<file path="src/include/adc_conv_regs.vh">
// Register offsets, field positions, reset values and timing counts of the converter control
`ifndef ADC_CONV_REGS_VH
`define ADC_CONV_REGS_VH
// Special function register addresses (byte offsets in the register space)
`define CLOCK_DIV_ADDR 8'hF2
`define CONTROL_ADDR 8'hF3
`define RESULT_LOW_ADDR 8'hF4
`define RESULT_HIGH_ADDR 8'hF5
// Control register fields
`define CTRL_STALL_BIT 6
`define CTRL_ENABLE_BIT 5
`define CTRL_DONE_BIT 4
`define CTRL_START_BIT 3
`define CTRL_CHSEL_BIT 0
`define CTRL_RESET 8'h00
`define CLKDIV_RESET 8'h00
`define CLKDIV_WIDTH 5
// Divider value zero stands for this factor
`define DIV_ZERO_FACTOR 6'h20
// Converter clock periods from launch to result
`define CONV_PERIODS 4'hB
`define RESULT_WIDTH 10
`endif

</file>
<file path="src/design/adc_conversion_control.v">
// Conversion control of the two-channel successive-comparison converter
`timescale 1ns/1ns
`include "adc_conv_regs.vh"

module adc_conversion_control (
   mclk,
   rst_b,
   sfrAddr,
   sfrWrData,
   sfrWrite,
   sfrRdData,
   convIrqEnable,
   sampleBit,
   analogSelFirst,
   sampleHold,
   dacCode,
   converterPowered,
   coreStall,
   irqHold,
   convIrq
);
   input wire mclk;
   input wire rst_b;
   input wire [7:0] sfrAddr;
   input wire [7:0] sfrWrData;
   input wire sfrWrite;
   output reg [7:0] sfrRdData;
   input wire convIrqEnable;
   input wire sampleBit;
   output reg analogSelFirst;
   output reg sampleHold;
   output reg [`RESULT_WIDTH-1:0] dacCode;
   output reg converterPowered;
   output reg coreStall;
   output reg irqHold;
   output reg convIrq;

   localparam ST_IDLE = 2'h0;
   localparam ST_SAMPLE = 2'h1;
   localparam ST_CONVERT = 2'h2;

   // ==========================================================
   // Reset release
   reg rstMeta_r;
   reg rstSync_b;
   always @(posedge mclk or negedge rst_b) begin
      if (!rst_b) begin
         rstMeta_r <= 1'b0;
         rstSync_b <= 1'b0;
      end else begin
         rstMeta_r <= 1'b1;
         rstSync_b <= rstMeta_r;
      end
   end

   // ==========================================================
   // Registers and sequencer state
   reg stall_r;
   reg enable_r;
   reg done_r;
   reg start_r;
   reg chSel_r;
   reg [`CLKDIV_WIDTH-1:0] clockDiv_r;
   reg [7:0] resultHigh_r;
   reg [1:0] resultLow_r;
   reg [1:0] state_r;
   reg [3:0] period_r;
   reg [`RESULT_WIDTH-1:0] trial_r;
   reg [`RESULT_WIDTH-1:0] trial_nxt;
   reg [3:0] bitIdx_r;
   wire tick;
   wire ctrlWrite;
   wire divWrite;
   wire launch;
   wire finish;

   assign ctrlWrite = sfrWrite && (sfrAddr == `CONTROL_ADDR);
   assign divWrite = sfrWrite && (sfrAddr == `CLOCK_DIV_ADDR);
   // A start while busy or disabled is ignored
   assign launch = ctrlWrite && sfrWrData[`CTRL_START_BIT] && !start_r && enable_r;
   assign finish = (state_r == ST_CONVERT) && tick && (period_r == `CONV_PERIODS - 4'h1);

   // ==========================================================
   // Trial code for the next converter period; the DAC sees it on the same edge as the sequencer
   always @* begin
      trial_nxt = trial_r;
      if ((state_r == ST_IDLE) && launch) begin
         trial_nxt = {1'b1, {(`RESULT_WIDTH-1){1'b0}}};
      end else if ((state_r == ST_CONVERT) && start_r && tick) begin
         // Keep or drop the trial bit, then try the next lower one
         if (!sampleBit) begin
            trial_nxt[bitIdx_r] = 1'b0;
         end
         if (bitIdx_r != 4'h0) begin
            trial_nxt[bitIdx_r - 4'h1] = 1'b1;
         end
      end
   end

   conv_clock_gen #(
      .WIDTH(`CLKDIV_WIDTH)
   ) u_clock (
      .mclk(mclk),
      .rstSync_b(rstSync_b),
      .run(start_r),
      .divField(clockDiv_r),
      .tick(tick)
   );

   // ==========================================================
   // Control and divider registers
   always @(posedge mclk or negedge rstSync_b) begin
      if (!rstSync_b) begin
         stall_r <= 1'b0;
         enable_r <= 1'b0;
         done_r <= 1'b0;
         start_r <= 1'b0;
         chSel_r <= 1'b0;
         clockDiv_r <= {`CLKDIV_WIDTH{1'b0}};
      end else begin
         if (divWrite) begin
            clockDiv_r <= sfrWrData[`CLKDIV_WIDTH-1:0];
         end
         if (ctrlWrite) begin
            enable_r <= sfrWrData[`CTRL_ENABLE_BIT];
            if (!start_r) begin
               chSel_r <= sfrWrData[`CTRL_CHSEL_BIT];
               stall_r <= sfrWrData[`CTRL_STALL_BIT];
            end
            // Software may only clear the flag; writing one keeps it
            if (!sfrWrData[`CTRL_DONE_BIT]) begin
               done_r <= 1'b0;
            end
         end
         if (launch) begin
            start_r <= 1'b1;
         end
         if (finish) begin
            start_r <= 1'b0;
            stall_r <= 1'b0;
            done_r <= 1'b1;
         end else if (start_r && ctrlWrite && !sfrWrData[`CTRL_ENABLE_BIT]) begin
            // Disabling aborts an ongoing conversion
            start_r <= 1'b0;
            stall_r <= 1'b0;
         end
      end
   end

   // ==========================================================
   // Successive comparison over eleven converter periods
   always @(posedge mclk or negedge rstSync_b) begin
      if (!rstSync_b) begin
         state_r <= ST_IDLE;
         period_r <= 4'h0;
         trial_r <= {`RESULT_WIDTH{1'b0}};
         bitIdx_r <= 4'h0;
         resultHigh_r <= 8'h00;
         resultLow_r <= 2'h0;
      end else begin
         trial_r <= trial_nxt;
         case (state_r)
            ST_IDLE: begin
               period_r <= 4'h0;
               if (launch) begin
                  state_r <= ST_SAMPLE;
                  bitIdx_r <= 4'h9;
               end
            end
            ST_SAMPLE: begin
               if (!start_r) begin
                  state_r <= ST_IDLE;
               end else if (tick) begin
                  period_r <= period_r + 4'h1;
                  state_r <= ST_CONVERT;
               end
            end
            ST_CONVERT: begin
               if (!start_r) begin
                  state_r <= ST_IDLE;
               end else if (tick) begin
                  period_r <= period_r + 4'h1;
                  if (finish) begin
                     // Both bytes change on the same edge; the last bit is decided here
                     resultHigh_r <= trial_nxt[9:2];
                     resultLow_r <= trial_nxt[1:0];
                     state_r <= ST_IDLE;
                  end else if (bitIdx_r != 4'h0) begin
                     bitIdx_r <= bitIdx_r - 4'h1;
                  end
               end
            end
            default: begin
               state_r <= ST_IDLE;
            end
         endcase
      end
   end

   // ==========================================================
   // Outputs and register read-back
   always @(posedge mclk or negedge rstSync_b) begin
      if (!rstSync_b) begin
         analogSelFirst <= 1'b0;
         sampleHold <= 1'b0;
         dacCode <= {`RESULT_WIDTH{1'b0}};
         converterPowered <= 1'b0;
         coreStall <= 1'b0;
         irqHold <= 1'b0;
         convIrq <= 1'b0;
         sfrRdData <= 8'h00;
      end else begin
         analogSelFirst <= chSel_r;
         sampleHold <= (state_r == ST_SAMPLE);
         dacCode <= trial_nxt;
         converterPowered <= enable_r;
         // The core and interrupts are held via coreStall and irqHold; this block and the others keep running
         coreStall <= (stall_r && start_r) || (launch && sfrWrData[`CTRL_STALL_BIT]);
         irqHold <= (stall_r && start_r) || (launch && sfrWrData[`CTRL_STALL_BIT]);
         convIrq <= (done_r || finish) && convIrqEnable;
         case (sfrAddr)
            `CONTROL_ADDR: sfrRdData <= {1'b0, stall_r, enable_r, done_r, start_r, 2'b00, chSel_r};
            `CLOCK_DIV_ADDR: sfrRdData <= {3'b000, clockDiv_r};
            `RESULT_HIGH_ADDR: sfrRdData <= resultHigh_r;
            `RESULT_LOW_ADDR: sfrRdData <= {6'b000000, resultLow_r};
            default: sfrRdData <= 8'h00;
         endcase
      end
   end
endmodule

</file>
<file path="src/design/conv_clock_gen.v">
// Converter clock divider: one-cycle tick every factor peripheral clocks
`timescale 1ns/1ns
module conv_clock_gen #(
   parameter WIDTH = 5
) (
   mclk,
   rstSync_b,
   run,
   divField,
   tick
);
   input wire mclk;
   input wire rstSync_b;
   input wire run;
   input wire [WIDTH-1:0] divField;
   output reg tick;

   reg [WIDTH:0] count_r;
   wire [WIDTH:0] factor;

   // Zero in the field means the largest factor
   assign factor = (divField == {WIDTH{1'b0}}) ? {1'b1, {WIDTH{1'b0}}} : {1'b0, divField};

   always @(posedge mclk or negedge rstSync_b) begin
      if (!rstSync_b) begin
         count_r <= {(WIDTH+1){1'b0}};
         tick <= 1'b0;
      end else if (!run) begin
         count_r <= {(WIDTH+1){1'b0}};
         tick <= 1'b0;
      end else if (count_r >= factor - {{WIDTH{1'b0}}, 1'b1}) begin
         count_r <= {(WIDTH+1){1'b0}};
         tick <= 1'b1;
      end else begin
         count_r <= count_r + {{WIDTH{1'b0}}, 1'b1};
         tick <= 1'b0;
      end
   end
endmodule

</file>
<file path="config.mk">
export PLATFORM = sky130hd
export DESIGN_NAME = adc_conversion_control
export DESIGN_NICKNAME = d
export VERILOG_FILES = /design/src/design/adc_conversion_control.v /design/src/design/conv_clock_gen.v
export VERILOG_INCLUDE_DIRS = /design/src /design/src/include
export SDC_FILE = /design/constraint.sdc
export NUM_CORES = 1
export LEC_CHECK = 0
export BUFFER_PORTS_ARGS = -buffer_cell sky130_fd_sc_hd__buf_2
export CAP_MARGIN = 10
export CORE_MARGIN = 8
export CORE_UTILIZATION = 50
export CTS_BUF_LIST = sky130_fd_sc_hd__clkbuf_4
export CTS_CLUSTER_DIAMETER = 40
export DETAILED_ROUTE_END_ITERATION = 6
export PLACE_DENSITY_LB_ADDON = 0.2
export SLEW_MARGIN = 30
export SYNTH_ARGS = -nofsm -noshare
export SYNTH_HDL_FRONTEND = slang
export SYNTH_SLANG_ARGS = --single-unit
</file>
<file path="constraint.sdc">
create_clock -name mclk -period 2.2 [get_ports mclk]
set_clock_uncertainty 0.15 [all_clocks]
set_input_delay 0.11 -clock mclk [delete_from_list [all_inputs] [get_ports mclk]]
set_output_delay 0.11 -clock mclk [all_outputs]
set_load 0.02 [all_outputs]
</file>
# Word-level counts from Yosys, hierarchy flattened
# Index checks and enable logic that the tools add are counted.
op_classes:
  n_eq_ne: 19
  mux: 42
  n_reduce_logical: 37
  addsub: 4
  order_cmp: 5
  n_bitwise: 4
ops:
  columns: ["op", "count"]
  rows:
  - ["2-to-1 mux 10 bit", 6]
  - ["== test 8 bit, second input constant", 4]
  - ["case mux 8 bit (4 select lines)", 1]
  - ["2-to-1 mux 4 bit", 7]
  - ["2-to-1 mux 6 bit", 3]
  - ["logical AND 1 bit", 17]
  - ["case mux 4 bit (2 select lines)", 2]
  - ["2-to-1 mux 1 bit", 14]
  - ["2-to-1 mux 2 bit", 6]
  - ["AND 10 bit", 1]
  - ["less-than comparator 4 x 5 -> 1 bit, second input constant", 2]
  - ["inequality test 2 x 1 -> 1 bit, second input constant", 5]
  - ["NOT 10 bit", 1]
  - ["bitwise OR 10 bit", 1]
  - ["demux 1 bit (select 4 bit)", 2]
  - ["greater-or-equal comparator 4 x 1 -> 1 bit, second input constant", 2]
  - ["AND reduction 4 bit", 2]
  - ["adder 6 x 1 -> 6 bit, second input constant", 1]
  - ["greater-or-equal comparator 6 bit", 1]
  - ["inequality test 2 bit, second input constant", 3]
  - ["inequality test 3 x 2 -> 1 bit, second input constant", 2]
  - ["case mux 2 bit (3 select lines)", 1]
  - ["AND reduction 2 bit", 3]
  - ["AND reduction 6 bit", 1]
  - ["other kinds (18)", 23]
word_totals:
  reg_bits: 62

# Longest topological paths before layout
depth:
  depth_word: 13
  depth_mapped: 11
  depth_no_buf: 11

# Cells and area by module
# From an unflattened synthesis, not the netlist that was laid out.
hier_totals:
  hier_cells: 303
  area_unflattened_um2: 3119.2
by_module_without_submodules:
  columns: ["mod", "instances", "area_per_inst_um2", "cells_each"]
  rows:
  - ["adc_conversion_control", 1, 2656.3, 256]
  - ["conv_clock_gen", 1, 462.9, 47]

# Least setup slack after synthesis
# Ideal clock, no wire load.
synth_timing:
  path_kind: "register -> register"
  start: "register clockDiv_r[0]"
  end: "register u_clock.count_r[2]"
  setup_slack_ns: 0.082
  t_arrival_ns: 1.894
  setup_time_ns: 0.074
  path_stages_with_launch: 11
  cell_sequence: "dfrtp_1 inv_1 ha_1 nand2_1 o21ai_0 ha_1 nand2b_1 a21o_1 a21oi_1 o211ai_1 nor2_1"
synth_between:
  elab_chain_len: 6
synth_lines:
  columns: ["element", "line", "text"]
  rows:
  - ["from (decl)", "adc_conversion_control.v:63", "reg [`CLKDIV_WIDTH-1:0] clockDiv_r;"]
  - ["from (signal assigned)", "adc_conversion_control.v:119", "clockDiv_r <= {`CLKDIV_WIDTH{1'b0}};"]
  - ["from (signal assigned)", "adc_conversion_control.v:122", "clockDiv_r <= sfrWrData[`CLKDIV_WIDTH-1:0];"]
  - ["zero test 5 bit", "conv_clock_gen.v:22", "assign factor = (divField == {WIDTH{1'b0}}) ? {1'b1, {WIDTH{1'b0}}} : {1'b0, divField};"]
  - ["2-to-1 mux 6 bit (*)", "conv_clock_gen.v:22", null]
  - ["subtractor 6 x 1 -> 6 bit (*)", "conv_clock_gen.v:31", "end else if (count_r >= factor - {{WIDTH{1'b0}}, 1'b1}) begin"]
  - ["greater-or-equal comparator 6 bit (*)", "conv_clock_gen.v:31", null]
  - ["2-to-1 mux 6 bit (*)", "conv_clock_gen.v:31", null]
  - ["2-to-1 mux 6 bit (*)", "conv_clock_gen.v:28", "end else if (!run) begin"]
  - ["to (signal assigned)", "conv_clock_gen.v:29", "count_r <= {(WIDTH+1){1'b0}};"]
  - ["to (signal assigned)", "conv_clock_gen.v:32", "count_r <= {(WIDTH+1){1'b0}};"]
  - ["to (signal assigned)", "conv_clock_gen.v:35", "count_r <= count_r + {{WIDTH{1'b0}}, 1'b1};"]
  - ["to (decl)", "conv_clock_gen.v:18", "reg [WIDTH:0] count_r;"]
# Every way passes the cells marked *; elsewhere a longest branch is shown, timed or not.
# A chain may end at the register's enable or synchronous reset.

# Final worst setup path
# Ends and elaborated chain as after synthesis.

==> reports/results.ini <==
[outcome]
violations=negative hold slack
outcome=complete, but fails checks

[clock_tree]
cts.sinks=62
clockRootBuffer=clkbuf_4
insertion_delay_ns=0.39
cts_tree=built
cts_buffer_depth=2
cts_buffers=9
h-tree-depth=3
clk_pin_slew_worst_paths_ns=0.12

[grt]
grt_overflow=0
grt_max_degree=61
grt.total_usage_pct=17.43
grt_pass1_vias=2570
antenna_found_initial=0
grt_first_pass_wirelength_um=12350

[critical_path]
crit_end=u_clock.count_r[2]$_DFF_PN0_
r2r_setup_slack_ns=0.05
crit_path_end_kind=register
critPathKind=reg -> reg
cp_max_fo=6
rr_worst_depth=10
crit_arrival_ns=2.29
reg2reg_from=clockDiv_r[0]$_DFFE_PN0P_
start_kind=register
critPathLaunch=clockDiv_r[0]$_DFFE_PN0P_
worstPathRequired_ns=2.34
r2r_end=u_clock.count_r[2]$_DFF_PN0_

[yosys]
synth_seq_cells=62
ys_async_sr_fraction_pct=100.0
syn_nets=362
synth-adder-area-share_pct=7.546
synthMuxAreaShare_pct=2.859
synth_compound_area_share_pct=15.13
synth_cell_types=43
syn_avg_cell_area_um2=9.784
synth_edf_count=0
ys.flop_type=dfrtp_1
synth-simple-area-share_pct=20.25
syn_inst=322
seq_area_frac_synth_pct=49.25
synth-xor-area-share_pct=1.668
synth_top_family_by_area=simple AND/OR/NAND/NOR gates
yosys_warnings=0
syn-cell-area_mm2=0.003151

[routing]
viasPerCell=5.440
vias=2611
drcViolationCount=0
detail_route.wl_per_cell_um=15.91
antenna_left=0
drtPass1Iterations=5
drtIter0Drc=129
wl_um=7636

[sta]
slew_viol_final=0
hold_viol=1
holdWs_ns=-0.002118
period_minus_slack_ns=2.147
setup-tns-final_ns=0
clock.fmax_mhz=465.9
rsz0062_at_grt=true
setup_viol=0
finalCritPeriodShare_pct=97.57

[power_and_ir_drop]
p_per_area_mw_per_mm2=569.4
clkPwrFrac_pct=41.0
leakagePower_nw=1.813
finalPower_mw=2.250
p_sw_share_pct=24.70
power.switching_uw=555.8
irDropWorstVdd_mv=0.3178
seqPwrFrac_pct=51.8
pwr-share-comb_pct=7.2
internal_power_mw=1.695

[hold_path]
min_path_type=in -> reg

[flow_run]
drv_cap=0

[die]
coreArea_mm2=0.006205
die_y_um=95.38
dieArea_mm2=0.009097
die_x_um=95.38
pin_count=45
start_util_pct=50.78
std_cell_rows=29

[layout]
utilization_pct=63.70
nets=438
drive_gt1_share_pct=27.79
stdcell_count=480
diodes=0
area_growth_pct=25.46

[placement]
hpwlAfterDp_um=5572
dp_cells=449
portBuffers=43
gp_congestion=0.8742

==> metal layers <==
metal	part of all wire, %	track usage (%)	vias up
met5	0	0	-
met4	1.4	7.170	0
met3	5.0	2.756	13
met2	50	29.23	55
met1	44	21.97	1267
li1	-	-	1276
==> power groups by stage <==
stage / registers, mW / logic, mW / clock network [mW]
floorplan: 1.20 / 0.0487 / 0
global placement: 1.19 / 0.124 / 0
detailed placement: 1.19 / 0.128 / 0
CTS: 1.16 / 0.146 / 0.937
global route: 1.17 / 0.181 / 0.989
finish: 1.17 / 0.163 / 0.922
==> worst min path at each step <==
stage                     from                     end  cells past startpoint
CTS                 sfrAddr[0]  sfrRdData[0]$_DFF_PN0_                      4
finish              sfrAddr[0]  sfrRdData[0]$_DFF_PN0_                      4
global placement         rst_b     rstMeta_r$_DFF_PN0_                      1
floorplan                rst_b     rstMeta_r$_DFF_PN0_                      0
global route        sfrAddr[0]  sfrRdData[0]$_DFF_PN0_                      4
detailed placement       rst_b     rstMeta_r$_DFF_PN0_                      1
==> synth_stat cells, types with 2 or more instances <==
cell | count | share of area [%]
a2bb2oi_1 | 4 | 1.1
nand3b_1 | 2 | 0.48
clkbuf_1 | 7 | 0.83
o31ai_1 | 3 | 0.71
nand4_1 | 5 | 0.99
and2_1 | 6 | 1.2
a21o_1 | 4 | 0.95
a22oi_1 | 5 | 1.2
dfrtp_1 | 62 | 49
ha_1 | 19 | 7.5
a21oi_1 | 16 | 2.5
nor3_1 | 3 | 0.48
o21ai_1 | 2 | 0.32
inv_1 | 12 | 1.4
a22o_1 | 5 | 1.4
nor2_1 | 39 | 4.6
o21a_1 | 3 | 0.71
o21ai_0 | 27 | 4.3
mux2_2 | 8 | 2.9
nor2b_1 | 6 | 1.2
and4b_1 | 2 | 0.64
or3_1 | 3 | 0.60
nand3_1 | 11 | 1.7
nor4_1 | 2 | 0.40
xnor2_1 | 3 | 0.83
or2_2 | 3 | 0.60
nand2b_1 | 7 | 1.4
xor2_1 | 3 | 0.83
o31a_1 | 2 | 0.56
buf_2 | 2 | 0.32
nand2_1 | 34 | 4.1
==> cells by family after synthesis <==
logic type	after synthesis
compound gates	75
buf+inv	23
other cells	1
xor+xnor	6
fa+ha+maj	19
mux	8
flops	62
simple gates	128
==> area by class of cell <==
cell class	count	area, µm²
clock buffer	9	67.56
clock inverter	7	97.59
fill	522	2252
inverter	12	45.04
multi-input combinational	237	1588
sequential	62	1553
tap	77	96.34
timing repair buffer	76	505.5
==> cells in the final DEF (no fill, tap or decap), drive strengths merged, types with 6 or more instances in the layout <==
cell         synthesis  routed
mux2                 8       8
inv                 12      13
nand3               11      11
nor2                39      39
a21oi               16      16
ha                  19      19
clkbuf               7       9
and2                 6       6
nor2b                6       6
nand2               34      34
nand2b               7       7
dfrtp               62      62
dlygate4sd3          0      12
buf                  4      64
o21ai               29      29
==> worst max-delay path, cell delays in order (launching register included) <==
cell      delay (ns)
dfrtp_1         0.38
inv_2           0.06
ha_4            0.16
buf_4           0.15
nor4_4          0.22
nand2_1         0.13
ha_4            0.29
nand3_1         0.10
o211ai_1        0.17
buf_4           0.19
nor2_4          0.05
==> through the flow <==
step | instance area, µm² | setup slack, ns
2_1_floorplan | 3151 | 0.08183
3_3_place_gp | 3556 | 0.03489
3_5_place_dp | 3556 | -0.09369
4_1_cts | 3850 | 0.01199
5_1_grt | 3953 | -0.05851
6_report | 3953 | 0.05342
==> state kept, by name, summed over array words and instances, names as in the netlist, 2 cells and up <==
name	flops
dacCode	10
resultHigh_r	8
sfrRdData	8
u_clock.count_r	6
clockDiv_r	5
bitIdx_r	4
period_r	4
resultLow_r	2
state_r	2
==> what timing repair did <==
item | CTS | global route
hold buffers | 12 | 0
cloned | 0 | 0
resized for setup | 5 | 18
hold endpoints to repair | 16 | 0
pin swaps | 1 | 12
buffers inserted | 0 | 3
endpoints found under the setup margin | 7 | 15
(Power assumes the default switching activity.)
